### src/pifb_pkg.sv
// pifb_pkg: constants and types for the peripheral interrupt flag bank.
// assumes a single clock domain and 32-bit AXI4-Lite register access.
package pifb_pkg;

	// ----------------------------------------------------------------
	// register map (byte addresses)
	// ----------------------------------------------------------------
	localparam int ADDR_W = 6;
	localparam int NGRP = 6;
	localparam logic [5:0] CTRL_OFS = 6'h00;
	localparam logic [5:0] EN_BASE = 6'h04;
	localparam logic [5:0] FLAG_BASE = 6'h1C;
	localparam logic [5:0] MAP_END = 6'h34;

	// ----------------------------------------------------------------
	// group indices: comparator, serial, timer, logic/gate, capture, misc
	// ----------------------------------------------------------------
	localparam int G_COMP = 0;
	localparam int G_SERIAL = 1;
	localparam int G_TIMER = 2;
	localparam int G_LOGIC = 3;
	localparam int G_CAPT = 4;
	localparam int G_MISC = 5;

	// ----------------------------------------------------------------
	// bit positions
	// ----------------------------------------------------------------
	localparam int RX_BIT = 5;
	localparam int TX_BIT = 4;
	localparam int BCL_BIT = 1;
	localparam int SSP_BIT = 0;
	localparam int TMR2_BIT = 1;
	localparam int TMR1_BIT = 0;
	localparam int CLC_LSB = 4;
	localparam int GATE_BIT = 0;
	localparam int CCP2_BIT = 1;
	localparam int CCP1_BIT = 0;
	localparam int NVM_BIT = 5;
	localparam int NCO_BIT = 4;
	localparam int CWG_BIT = 0;
	localparam int COMP2_BIT = 1;
	localparam int GIE_BIT = 7;
	localparam int PERIPHERAL_INT_ENABLE_BIT = 6;
	localparam int EDGE_BIT = 0;

	// ----------------------------------------------------------------
	// implemented-bit masks and reset values
	// ----------------------------------------------------------------
	localparam logic [7:0] MASK_COMP2 = 8'h02;
	localparam logic [7:0] MASK_SERIAL = 8'h33;
	localparam logic [7:0] MASK_SERIAL_STICKY = 8'h03;
	localparam logic [7:0] MASK_TIMER = 8'h03;
	localparam logic [7:0] MASK_LOGIC = 8'hF1;
	localparam logic [7:0] MASK_CAPT = 8'h03;
	localparam logic [7:0] MASK_MISC = 8'h31;
	localparam logic [7:0] MASK_CTRL = 8'hC1;
	localparam logic [7:0] RST_VAL = 8'h00;

	localparam logic [1:0] RESP_OKAY = 2'h0;
	localparam logic [1:0] RESP_SLVERR = 2'h2;

	// ----------------------------------------------------------------
	// types
	// ----------------------------------------------------------------
	typedef enum logic [1:0] {
		PIFB_CCP_CAPTURE,
		PIFB_CCP_COMPARE,
		PIFB_CCP_PWM
	} pifb_ccp_mode_t;

	typedef struct packed {
		logic bus_collision;
		logic ssp_done;
		logic tmr2_match;
		logic tmr2_post_ovf;
		logic tmr2_post_1to1;
		logic tmr1_ovf;
		logic tmr1_gate_active;
		logic [3:0] clc_int;
		pifb_ccp_mode_t ccp2_mode;
		pifb_ccp_mode_t ccp1_mode;
		logic [1:0] ccp_capture;
		logic [1:0] ccp_match;
		logic [1:0] ccp_trail;
		logic nvm_done;
		logic nco_rollover;
		logic cwg_shutdown;
		logic comp2_int;
	} pifb_event_t;

	typedef struct packed {
		logic rx_not_empty;
		logic tx_has_space;
	} pifb_serial_t;

endpackage

### src/pifb_flag_bank.sv
// pifb_flag_bank: peripheral interrupt request flags, enables and
// global control, reached over an AXI4-Lite slave.
// assumes peripheral event inputs are one-cycle pulses synchronous
// to aclk, and gate/shutdown/serial inputs are levels.
`timescale 1ns/1ps

// Overview of operation
// RULE_01: receive flag at bit 5 is read-only, high while receive buffer holds data.
// RULE_02: software empties receive buffer by reading data; writing the flag does nothing.
// RULE_03: transmit flag at bit 4 is read-only, high while transmit buffer has space.
// RULE_04: software never writes transmit data while the transmit flag is low.
// RULE_05: transmit flag clears only when the buffer is full, not on send complete.
// RULE_06: bus collision sets sticky flag at bit 1 until software clears it.
// RULE_07: serial port completion sets flag at bit 0; software clears it.
// RULE_08: period timer flag at bit 1 on postscaler overflow, or match at 1:1.
// RULE_09: wide timer overflow sets flag at bit 0 until software clears it.
// RULE_10: logic cells four to one set flags at bits 7 down to 4.
// RULE_11: timer gate going inactive sets flag at bit 0.
// RULE_12: capture units set bits 1 and 0 on capture, match or PWM trailing edge.
// RULE_13: memory operation completion sets flag at bit 5.
// RULE_14: oscillator accumulator rollover sets flag at bit 4.
// RULE_15: waveform generator entering shutdown sets flag at bit 0.
// RULE_16: unimplemented bits of enable, request and control registers read zero.
// RULE_17: every request flag resets to zero on any reset; bits 5 and 4 follow the serial buffer levels instead.
// RULE_18: comparator two bits exist only when the larger variant is selected.
// RULE_19: peripheral request asserts when any flag and its same-position enable are set.
module pifb_flag_bank #(
	parameter bit HAS_COMP2 = 1'b1 // larger package variant
) (
	input wire logic aclk, // 125 MHz clock
	input wire logic aresetn, // synchronous reset, active low
	input wire logic [5:0] s_axi_awaddr, // write address
	input wire logic [2:0] s_axi_awprot, // unused protection
	input wire logic s_axi_awvalid, // write address valid
	output logic s_axi_awready, // write address ready
	input wire logic [31:0] s_axi_wdata, // write data
	input wire logic [3:0] s_axi_wstrb, // write byte strobes
	input wire logic s_axi_wvalid, // write data valid
	output logic s_axi_wready, // write data ready
	output logic [1:0] s_axi_bresp, // write response
	output logic s_axi_bvalid, // write response valid
	input wire logic s_axi_bready, // write response ready
	input wire logic [5:0] s_axi_araddr, // read address
	input wire logic [2:0] s_axi_arprot, // unused protection
	input wire logic s_axi_arvalid, // read address valid
	output logic s_axi_arready, // read address ready
	output logic [31:0] s_axi_rdata, // read data
	output logic [1:0] s_axi_rresp, // read response
	output logic s_axi_rvalid, // read data valid
	input wire logic s_axi_rready, // read data ready
	input wire pifb_pkg::pifb_event_t periph_ev, // peripheral events
	input wire pifb_pkg::pifb_serial_t serial_st, // serial buffer levels
	output logic periph_int_req, // any enabled flag set
	output logic irq // gated by global enables
);

	// ----------------------------------------------------------------
	// state
	// ----------------------------------------------------------------
	logic [7:0] en_r [pifb_pkg::NGRP];
	logic [7:0] en_nxt [pifb_pkg::NGRP];
	logic [7:0] flag_r [pifb_pkg::NGRP];
	logic [7:0] flag_nxt [pifb_pkg::NGRP];
	logic [7:0] ctrl_r;
	logic [7:0] ctrl_nxt;
	logic gate_prev_r;
	logic gate_prev_nxt;
	logic cwg_prev_r;
	logic cwg_prev_nxt;
	logic bvalid_r;
	logic bvalid_nxt;
	logic [1:0] bresp_r;
	logic [1:0] bresp_nxt;
	logic rvalid_r;
	logic rvalid_nxt;
	logic [1:0] rresp_r;
	logic [1:0] rresp_nxt;
	logic [31:0] rdata_r;
	logic [31:0] rdata_nxt;
	logic [7:0] mask [pifb_pkg::NGRP];
	logic [7:0] sticky_mask [pifb_pkg::NGRP];
	logic [7:0] set_vec [pifb_pkg::NGRP];
	logic [7:0] view [pifb_pkg::NGRP];
	logic wr_go;
	logic rd_go;
	logic [pifb_pkg::NGRP-1:0] hit;

	// ----------------------------------------------------------------
	// implemented-bit masks
	// ----------------------------------------------------------------
	always_comb begin
		mask[pifb_pkg::G_COMP] = HAS_COMP2 ? pifb_pkg::MASK_COMP2 : pifb_pkg::RST_VAL; // RULE_18
		mask[pifb_pkg::G_SERIAL] = pifb_pkg::MASK_SERIAL;
		mask[pifb_pkg::G_TIMER] = pifb_pkg::MASK_TIMER;
		mask[pifb_pkg::G_LOGIC] = pifb_pkg::MASK_LOGIC;
		mask[pifb_pkg::G_CAPT] = pifb_pkg::MASK_CAPT;
		mask[pifb_pkg::G_MISC] = pifb_pkg::MASK_MISC;
		sticky_mask = mask;
		sticky_mask[pifb_pkg::G_SERIAL] = pifb_pkg::MASK_SERIAL_STICKY; // RULE_01
	end

	// ----------------------------------------------------------------
	// hardware set conditions
	// ----------------------------------------------------------------
	always_comb begin
		for (int g = 0; g < pifb_pkg::NGRP; g++) begin
			set_vec[g] = pifb_pkg::RST_VAL;
		end
		set_vec[pifb_pkg::G_COMP][pifb_pkg::COMP2_BIT] = periph_ev.comp2_int;
		set_vec[pifb_pkg::G_SERIAL][pifb_pkg::BCL_BIT] = periph_ev.bus_collision; // RULE_06
		set_vec[pifb_pkg::G_SERIAL][pifb_pkg::SSP_BIT] = periph_ev.ssp_done; // RULE_07
		// at 1:1 the postscaler is bypassed, so the period match itself counts
		set_vec[pifb_pkg::G_TIMER][pifb_pkg::TMR2_BIT] = periph_ev.tmr2_post_1to1 ?
			periph_ev.tmr2_match : periph_ev.tmr2_post_ovf; // RULE_08
		set_vec[pifb_pkg::G_TIMER][pifb_pkg::TMR1_BIT] = periph_ev.tmr1_ovf; // RULE_09
		set_vec[pifb_pkg::G_LOGIC][pifb_pkg::CLC_LSB+:4] = periph_ev.clc_int; // RULE_10
		// gate falling from active to inactive ends the acquisition
		set_vec[pifb_pkg::G_LOGIC][pifb_pkg::GATE_BIT] = gate_prev_r & ~periph_ev.tmr1_gate_active; // RULE_11
		unique case (periph_ev.ccp1_mode)
			pifb_pkg::PIFB_CCP_CAPTURE: set_vec[pifb_pkg::G_CAPT][pifb_pkg::CCP1_BIT] = periph_ev.ccp_capture[0];
			pifb_pkg::PIFB_CCP_COMPARE: set_vec[pifb_pkg::G_CAPT][pifb_pkg::CCP1_BIT] = periph_ev.ccp_match[0];
			pifb_pkg::PIFB_CCP_PWM: set_vec[pifb_pkg::G_CAPT][pifb_pkg::CCP1_BIT] = periph_ev.ccp_trail[0]; // RULE_12
			default: set_vec[pifb_pkg::G_CAPT][pifb_pkg::CCP1_BIT] = 1'b0;
		endcase
		unique case (periph_ev.ccp2_mode)
			pifb_pkg::PIFB_CCP_CAPTURE: set_vec[pifb_pkg::G_CAPT][pifb_pkg::CCP2_BIT] = periph_ev.ccp_capture[1];
			pifb_pkg::PIFB_CCP_COMPARE: set_vec[pifb_pkg::G_CAPT][pifb_pkg::CCP2_BIT] = periph_ev.ccp_match[1];
			pifb_pkg::PIFB_CCP_PWM: set_vec[pifb_pkg::G_CAPT][pifb_pkg::CCP2_BIT] = periph_ev.ccp_trail[1]; // RULE_12
			default: set_vec[pifb_pkg::G_CAPT][pifb_pkg::CCP2_BIT] = 1'b0;
		endcase
		set_vec[pifb_pkg::G_MISC][pifb_pkg::NVM_BIT] = periph_ev.nvm_done; // RULE_13
		set_vec[pifb_pkg::G_MISC][pifb_pkg::NCO_BIT] = periph_ev.nco_rollover; // RULE_14
		// only the entry into shutdown sets the flag, not the level
		set_vec[pifb_pkg::G_MISC][pifb_pkg::CWG_BIT] = ~cwg_prev_r & periph_ev.cwg_shutdown; // RULE_15
	end

	// ----------------------------------------------------------------
	// software view of the flags, with live serial buffer levels
	// ----------------------------------------------------------------
	always_comb begin
		for (int g = 0; g < pifb_pkg::NGRP; g++) begin
			view[g] = flag_r[g] & mask[g]; // RULE_16
		end
		view[pifb_pkg::G_SERIAL][pifb_pkg::RX_BIT] = serial_st.rx_not_empty; // RULE_01
		// low only while the buffer is full; shifter-empty status is elsewhere
		view[pifb_pkg::G_SERIAL][pifb_pkg::TX_BIT] = serial_st.tx_has_space; // RULE_03 RULE_05
	end

	// ----------------------------------------------------------------
	// interrupt outputs
	// ----------------------------------------------------------------
	always_comb begin
		periph_int_req = 1'b0;
		for (int g = 0; g < pifb_pkg::NGRP; g++) begin
			periph_int_req = periph_int_req | (|(view[g] & en_r[g])); // RULE_19
		end
		irq = periph_int_req & ctrl_r[pifb_pkg::GIE_BIT] & ctrl_r[pifb_pkg::PERIPHERAL_INT_ENABLE_BIT];
	end

	// ----------------------------------------------------------------
	// AXI4-Lite handshakes and address decode
	// ----------------------------------------------------------------
	assign s_axi_awready = s_axi_awvalid & s_axi_wvalid & ~bvalid_r;
	assign s_axi_wready = s_axi_awready;
	assign s_axi_arready = ~rvalid_r;
	assign wr_go = s_axi_awready;
	assign rd_go = s_axi_arvalid & ~rvalid_r;
	assign s_axi_bvalid = bvalid_r;
	assign s_axi_bresp = bresp_r;
	assign s_axi_rvalid = rvalid_r;
	assign s_axi_rresp = rresp_r;
	assign s_axi_rdata = rdata_r;

	// per-group write hit on the flag registers
	always_comb begin
		for (int g = 0; g < pifb_pkg::NGRP; g++) begin
			hit[g] = wr_go & s_axi_wstrb[0] &
				(s_axi_awaddr == pifb_pkg::FLAG_BASE + 6'(4 * g));
		end
	end

	// ----------------------------------------------------------------
	// register next values: set wins over write-one-to-clear
	// ----------------------------------------------------------------
	always_comb begin
		ctrl_nxt = ctrl_r;
		en_nxt = en_r;
		gate_prev_nxt = periph_ev.tmr1_gate_active;
		cwg_prev_nxt = periph_ev.cwg_shutdown;
		for (int g = 0; g < pifb_pkg::NGRP; g++) begin
			flag_nxt[g] = flag_r[g];
			if (hit[g]) begin
				// receive/transmit bits sit outside sticky_mask, so writes miss them
				flag_nxt[g] = flag_nxt[g] & ~(s_axi_wdata[7:0] & sticky_mask[g]); // RULE_02
			end
			flag_nxt[g] = (flag_nxt[g] | set_vec[g]) & sticky_mask[g];
			if (wr_go && s_axi_wstrb[0] && s_axi_awaddr == pifb_pkg::EN_BASE + 6'(4 * g)) begin
				en_nxt[g] = s_axi_wdata[7:0] & mask[g]; // RULE_16
			end
		end
		if (wr_go && s_axi_wstrb[0] && s_axi_awaddr == pifb_pkg::CTRL_OFS) begin
			ctrl_nxt = s_axi_wdata[7:0] & pifb_pkg::MASK_CTRL;
		end
	end

	// flag, enable and control registers
	always_ff @(posedge aclk) begin
		if (!aresetn) begin
			for (int g = 0; g < pifb_pkg::NGRP; g++) begin
				flag_r[g] <= pifb_pkg::RST_VAL; // RULE_17
				en_r[g] <= pifb_pkg::RST_VAL;
			end
			ctrl_r <= pifb_pkg::RST_VAL;
			gate_prev_r <= 1'b0;
			cwg_prev_r <= 1'b0;
		end else begin
			flag_r <= flag_nxt;
			en_r <= en_nxt;
			ctrl_r <= ctrl_nxt;
			gate_prev_r <= gate_prev_nxt;
			cwg_prev_r <= cwg_prev_nxt;
		end
	end

	// ----------------------------------------------------------------
	// bus responses
	// ----------------------------------------------------------------
	always_comb begin
		bvalid_nxt = bvalid_r;
		bresp_nxt = bresp_r;
		rvalid_nxt = rvalid_r;
		rresp_nxt = rresp_r;
		rdata_nxt = rdata_r;
		if (bvalid_r && s_axi_bready) begin
			bvalid_nxt = 1'b0;
		end
		if (wr_go) begin
			bvalid_nxt = 1'b1;
			bresp_nxt = (s_axi_awaddr < pifb_pkg::MAP_END && s_axi_awaddr[1:0] == 2'h0) ?
				pifb_pkg::RESP_OKAY : pifb_pkg::RESP_SLVERR;
		end
		if (rvalid_r && s_axi_rready) begin
			rvalid_nxt = 1'b0;
		end
		if (rd_go) begin
			rvalid_nxt = 1'b1;
			rresp_nxt = pifb_pkg::RESP_SLVERR;
			rdata_nxt = 32'h0000_0000;
			if (s_axi_araddr == pifb_pkg::CTRL_OFS) begin
				rresp_nxt = pifb_pkg::RESP_OKAY;
				rdata_nxt = {24'h00_0000, ctrl_r};
			end
			for (int g = 0; g < pifb_pkg::NGRP; g++) begin
				if (s_axi_araddr == pifb_pkg::EN_BASE + 6'(4 * g)) begin
					rresp_nxt = pifb_pkg::RESP_OKAY;
					rdata_nxt = {24'h00_0000, en_r[g]};
				end
				if (s_axi_araddr == pifb_pkg::FLAG_BASE + 6'(4 * g)) begin
					rresp_nxt = pifb_pkg::RESP_OKAY;
					rdata_nxt = {24'h00_0000, view[g]};
				end
			end
		end
	end

	// response registers
	always_ff @(posedge aclk) begin
		if (!aresetn) begin
			bvalid_r <= 1'b0;
			bresp_r <= pifb_pkg::RESP_OKAY;
			rvalid_r <= 1'b0;
			rresp_r <= pifb_pkg::RESP_OKAY;
			rdata_r <= 32'h0000_0000;
		end else begin
			bvalid_r <= bvalid_nxt;
			bresp_r <= bresp_nxt;
			rvalid_r <= rvalid_nxt;
			rresp_r <= rresp_nxt;
			rdata_r <= rdata_nxt;
		end
	end

endmodule

### config.mk
export PLATFORM = sky130hd
export DESIGN_NAME = pifb_flag_bank
export DESIGN_NICKNAME = d
export VERILOG_FILES = /design/src/pifb_pkg.sv /design/src/pifb_flag_bank.sv
export SDC_FILE = /design/constraint.sdc
export NUM_CORES = 1
export LEC_CHECK = 0
export BUFFER_PORTS_ARGS = -buffer_cell sky130_fd_sc_hd__buf_2
export CORE_UTILIZATION = 40
export CTS_CLUSTER_SIZE = 40
export DETAILED_ROUTE_END_ITERATION = 12
export HOLD_SLACK_MARGIN = 0.06
export PLACE_DENSITY = 0.71
export SYNTH_ARGS = -nofsm -noshare
export SYNTH_HDL_FRONTEND = slang
export SYNTH_SLANG_ARGS = --single-unit
### constraint.sdc
create_clock -name aclk -period 5 [get_ports aclk]
set_clock_uncertainty 0.2 [all_clocks]
set_input_delay 0.75 -clock aclk [delete_from_list [all_inputs] [get_ports aclk]]
set_output_delay 0.75 -clock aclk [all_outputs]
set_load 0.02 [all_outputs]
# Word-level counts from Yosys, hierarchy flattened
# Cells that the tools add are included.
# W data, S select, Z words.
# word_totals
mem_count,0
out_inout_bits,43
rom_bits,0
ram_bits,0
elab_cells,159
latchBits,0
input_bits,88
register_bits,78
# op_classes
n_mul,0
n_addsub,0
bitwise_logic,45
eq_ne,28
n_reduce_logical,24
n_lt_le_gt_ge,1
n_div,0
shifts,0
muxes,40
# ops
cell,count
$mux W32,12
$eq A6 B6 Y1 const B,10
$eq A6 B5 Y1 const B,8
$reduce_or A8 Y1,6
$mux W2,18
$eq A6 B4 Y1 const B,4
$and A6 B6 Y6,3
$and A8 B8 Y8,2
$mux W8,2
$and A1 B1 Y1,14
$and A2 B2 Y2,7
$eq A6 B3 Y1 const B,2
$logic_not A6 Y1,2
$logic_and A1 B1 Y1,11
$not A8 Y8,1
$or A2 B2 Y2,4
$or A8 B8 Y8,1
$logic_not A2 Y1,3
$lt A6 B6 Y1 const B,1
$mux W6,1
$not A6 Y6,1
$or A6 B6 Y6,1
$pmux W1 S3,2
$mux W1,5
other kinds (6),17

# Logic depth before layout (Yosys ltp)
# logic_depth
word_depth,14
ltp_mapped,7

# Worst setup path after synthesis
# Ideal clock, no wire load.
# synth_timing
kind,input to output
from,input serial_st[0] (netlist name)
to,output irq
path_buffers,0
setup_slack_ns,2.306
t_arrival_ns,1.744
required_time_ns,4.050
cell_stages,5
path_cell_list,a22oi_1 nand2_1 a221oi_1 nand3_1 and3_1
# synth_via
elab_chain_cells,9
# synth_lines
element,line_no,text
start: declaration,pifb_flag_bank.sv:52,"input wire pifb_pkg::pifb_serial_t serial_st,"
$and A6 B6 Y6,pifb_flag_bank.sv:155,periph_int_req = periph_int_req | (|(view[g] & en_r[g]));
$reduce_or A8 Y1,pifb_flag_bank.sv:155,
$or A1 B1 Y1 (5 in a row),pifb_flag_bank.sv:155,
named net periph_int_req,pifb_flag_bank.sv:53,"output logic periph_int_req,"
$and A1 B1 Y1 (2 in a row),pifb_flag_bank.sv:157,irq = periph_int_req & ctrl_r[pifb_pkg::GIE_BIT] & ctrl_r[pifb_pkg::PERIPHERAL_INT_ENABLE_BIT];
end: declaration,pifb_flag_bank.sv:54,output logic irq
# The timed path passes the listed nets, and every way through them passes these cells.

# Final worst setup path
# layout_timing
from,input serial_st[0] (netlist name)
to,output irq
# layout_via
elab_chain_cells,9
# layout_lines
element,line_no
$and A6 B6 Y6,pifb_flag_bank.sv:155
$reduce_or A8 Y1,pifb_flag_bank.sv:155
$or A1 B1 Y1 (5 in a row),pifb_flag_bank.sv:155
$and A1 B1 Y1 (2 in a row),pifb_flag_bank.sv:157
# Every way passes these cells.

==> tab_implementation.tex <==
\begin{tabular}{lr}
\hline
Metric & Value \\
\hline
\multicolumn{2}{l}{\textbf{Synth}} \\
\quad Distinct cell type count of the synthesized netlist & 52 \\
\quad Async SR Flop Fraction & 0 \\
\quad Dominant register cell in the synthesized netlist & sky130\_fd\_sc\_hd\_\_dfxtp\_1 \\
\quad Synthesized cell area & 2760 um2 \\
\quad Average size of a mapped cell & 8.33 um2 \\
\quad Post-synth EDFFs & 0 \\
\quad Register bit total from synthesis & 47 \\
\quad Syn. warnings & 0 \\
\quad Number of standard cells after synthesis & 331 \\
\quad Sequential cell area fraction in the yosys report & 0.341 \\
\multicolumn{2}{l}{\textbf{Clock tree}} \\
\quad Clk slew on worst S/H paths & 0.08 ns \\
\quad Clock tree from TritonCTS & done \\
\quad CTS sink cnt & 47 \\
\quad CTS Root Cell & sky130\_fd\_sc\_hd\_\_clkbuf\_8 \\
\quad Count of hold-fix buffers inserted at cts & 0 \\
\quad Number of instances resized during post-cts repair & 0 \\
\quad Number of buffers inserted during clock tree synthesis & 5 \\
\quad Clock Tree Buf Depth & 2 \\
\quad Number of post-CTS setup repair buffers & 0 \\
\quad Htree depth & 2 \\
\quad Clock insertion delay at the later pin of the skew report & 0.29 ns \\
\multicolumn{2}{l}{\textbf{Worst setup path}} \\
\quad Chain of cells forming the critical path & buf\_2 -> a22oi\_1 -> nand2\_1 -> a221oi\_1 -> nand3\_1 -> and3\_1 -> buf\_2 \\
\quad Crit path launch & serial\_st[0] \\
\quad Maximum cell stage delay along the critical path & 0.21 ns \\
\quad R2R Setup Slk & 3.17 ns \\
\quad Cell count of the worst reg-to-reg path & 5 \\
\quad Cell type with the highest occurrence count on the critical path & sky130\_fd\_sc\_hd\_\_buf\_2 \\
\quad R2R Path Start & s\_axi\_bvalid\$\_SDFFE\_PN0P\_ \\
\quad Worst path required time & 4.05 ns \\
\quad CP Class & in2out \\
\quad Critical-path top delay cell & sky130\_fd\_sc\_hd\_\_a221oi\_1 \\
\quad Startpoint Class & primary input \\
\quad Data arrival time of the worst path & 1.83 ns \\
\quad End of the worst register-to-register path & flag\_r[21]\$\_SDFF\_PN0\_ \\
\quad Setup crit end kind & primary output \\
\quad Crit Path Max Fanout & 2 \\
\multicolumn{2}{l}{\textbf{Detailed routing}} \\
\quad Vias & 2,510 \\
\quad Total iterations of the first detailed-routing run & 4 \\
\quad First-iteration detailed-routing DRC count & 211 \\
\quad Antenna violation net count after detailed routing & 0 \\
\quad Post-detailed-route wirelength per cell & 14.4 um \\
\quad Post-DR vias/cell & 5.42 \\
\quad Routed wire length & 6670 um \\
\quad Remaining routing DRC violations & 0 \\
\multicolumn{2}{l}{\textbf{Global routing}} \\
\quad Number of global-route vias before repair & 2,386 \\
\quad All-layer global routing usage & 0.192 \\
\quad Antenna violations before repair & 0 \\
\quad First-pass GRT wire length & 11,100 um \\
\quad GR Overflow Total & 0 \\
\quad Largest net degree at the start of global routing & 47 \\
\multicolumn{2}{l}{\textbf{Pwr}} \\
\quad Int Power & 0.578 mW \\
\quad Fraction of power spent switching nets & 0.266 \\
\quad Sequential share of power & 0.507 \\
\quad Power density of the placed cells & 254 nW/um2 \\
\quad Sw Pwr & 0.210 mW \\
\quad Clock power share & 0.339 \\
\quad Maximum VDD drop & 0.134 mV \\
\quad Logic pwr share & 0.154 \\
\quad Leakage Power & 1.35 nW \\
\multicolumn{2}{l}{\textbf{Placement}} \\
\quad Total of buffers placed on input and output ports & 67 \\
\quad Total placed instance area & 3000 um2 \\
\quad Cell count after placement & 456 \\
\quad Weighted congestion reported at the end of routability-driven placement & 0.882 \\
\quad Post-Place Worst Slack & 2.22 ns \\
\quad Half-perimeter wire length after detailed placement & 5180 um \\
\multicolumn{2}{l}{\textbf{Floorplan}} \\
\quad Core ar. & 6490 um2 \\
\quad Number of placement rows & 29 \\
\quad Total die area & 7230 um2 \\
\quad Starting utilization of the core area & 0.424 \\
\quad Io pins & 131 \\
\quad Die Width & 85.0 um \\
\quad Chip height & 85.0 um \\
\multicolumn{2}{l}{\textbf{Timing}} \\
\quad Max Transition Viols Final & 0 \\
\quad Final Hold Viols & 0 \\
\quad Worst path setup slack after routing & 2.22 ns \\
\quad Unrepaired setup endpoints after global routing & no \\
\quad Transition at the pin with the smallest max-transition slack & 0.708 ns \\
\quad Final worst path period share & 0.556 \\
\quad FMAX & 360 MHz \\
\quad Total negative slack for setup checks & 0 ns \\
\quad Total of endpoints with negative setup slack in the final report & 0 \\
\quad Crit path time final & 2.78 ns \\
\quad Headroom to the max-slew limit & 0.521 \\
\multicolumn{2}{l}{\textbf{Finish}} \\
\quad Fraction of layout instances using a drive strength above 1 & 0.205 \\
\quad Number of nets in the layout & 474 \\
\quad Leading cell types in the layout, fill and taps excluded & sky130\_fd\_sc\_hd\_\_buf\_2, sky130\_fd\_sc\_hd\_\_dfxtp\_1, sky130\_fd\_sc\_hd\_\_nand2\_1 \\
\quad Number of non-filler instances in the completed layout & 463 \\
\quad Antenna Diode Count & 0 \\
\quad Area growth from synthesis to layout & 12.4\% \\
\quad Leading cell type in the layout, fill and taps excluded & sky130\_fd\_sc\_hd\_\_buf\_2 \\
\quad Final instance area & 3100 um2 \\
\multicolumn{2}{l}{\textbf{Hold path}} \\
\quad Capture endpoint of the worst hold path & s\_axi\_rdata[4]\$\_SDFFE\_PN0P\_ \\
\quad Count of cells along the worst hold path & 2 \\
\quad Path class of the lowest-slack min-delay path & reg2reg \\
\quad Start point of the worst hold path & s\_axi\_rdata[4]\$\_SDFFE\_PN0P\_ \\
\multicolumn{2}{l}{\textbf{Run}} \\
\quad Max cap viols & 0 \\
\multicolumn{2}{l}{\textbf{Status}} \\
\quad Run status & finished clean \\
\hline
\end{tabular}
==> power by group through the flow <==
stage | combinational (mW) | clock (mW) | sequential, mW
global route | 0.134 | 0.286 | 0.401
finish | 0.122 | 0.267 | 0.399
detailed placement | 0.121 | 0 | 0.408
CTS | 0.121 | 0.273 | 0.399
floorplan | 0.0960 | 0 | 0.405
global placement | 0.118 | 0 | 0.408
==> per-layer routing <==
layer | GRT usage | share of wire | vias to the layer above
met3 | 0.0292 | 0.052 | 11
met4 | 0.0724 | 0.016 | 0
met1 | 0.252 | 0.46 | 1171
met2 | 0.320 | 0.47 | 104
met5 | 0 | 0 | -
li1 | - | - | 1224
==> worst max-delay path by stage <==
stage          end  slack (ns)  cells after the start
3_5_place_dp   irq        2.22                      7
5_1_grt        irq        2.14                      7
4_1_cts        irq        2.22                      7
3_3_place_gp   irq        2.22                      7
2_1_floorplan  irq        2.31                      5
6_report       irq        2.22                      7
==> flip-flops by register name, summed over array words and instances, names as in the netlist <==
name,flops
s_axi_rdata,6
s_axi_rresp,1
en_r,17
gate_prev_r,1
s_axi_rvalid,1
s_axi_bresp,1
cwg_prev_r,1
ctrl_r,3
s_axi_bvalid,1
flag_r,15
==> worst max-delay path, delay by kind of cell <==
family                 cells  cell delay (ns)
AO/OA/AOI/OAI              2             0.39
buffers and inverters      2             0.26
AND/OR/NAND/NOR            3             0.43
==> area by class of cell <==
| cell class | instances | area [um2] |
|---|---|---|
| Multi-Input combinational cell | 261 | 1610 |
| Inverter | 4 | 15.0 |
| Timing Repair Buffer | 67 | 335 |
| Sequential cell | 47 | 941 |
| Tap cell | 77 | 96.3 |
| Clock buffer | 6 | 72.6 |
| Clock inverter | 1 | 30.0 |
| Fill cell | 675 | 3400 |
==> cell usage after synthesis (6+ instances only) <==
library cell	instances	area, um2
sky130_fd_sc_hd__nor2_1	17	63.8
sky130_fd_sc_hd__o21ai_0	17	85.1
sky130_fd_sc_hd__nor2b_1	24	150
sky130_fd_sc_hd__mux2i_1	24	240
sky130_fd_sc_hd__dfxtp_1	47	941
sky130_fd_sc_hd__buf_4	29	218
sky130_fd_sc_hd__buf_2	9	45.0
sky130_fd_sc_hd__nor3_1	8	40.0
sky130_fd_sc_hd__nand3_1	9	45.0
sky130_fd_sc_hd__a21oi_1	8	40.0
sky130_fd_sc_hd__and2_1	7	43.8
sky130_fd_sc_hd__nand2b_1	8	50.1
sky130_fd_sc_hd__clkbuf_1	7	26.3
sky130_fd_sc_hd__a21boi_1	6	45.0
sky130_fd_sc_hd__nand2_1	30	113
sky130_fd_sc_hd__o21a_1	13	97.6
==> through the flow <==
step | hold WS [ns] | total power, mW | util
floorplan | 0.248 | 0.501 | -
global placement | 0.243 | 0.526 | 0.461
detailed placement | 0.250 | 0.529 | 0.461
CTS | 0.261 | 0.793 | 0.477
global route | 0.293 | 0.821 | 0.477
finish | 0.258 | 0.788 | 0.477
==> cell families (layout without fill, tap and decap cells) <==
kind of cell           after synthesis  after routing  share of synthesized area
multiplexers                        24             24                     0.0872
AO/OA/AOI/OAI                       85             85                      0.217
AND/OR/NAND/NOR                    124            124                      0.241
other                                1             28                    0.00136
buffers and inverters               50             78                      0.112
flip-flops                          47             47                      0.341
No activity file was read; power rests on OpenSTA's default activity.
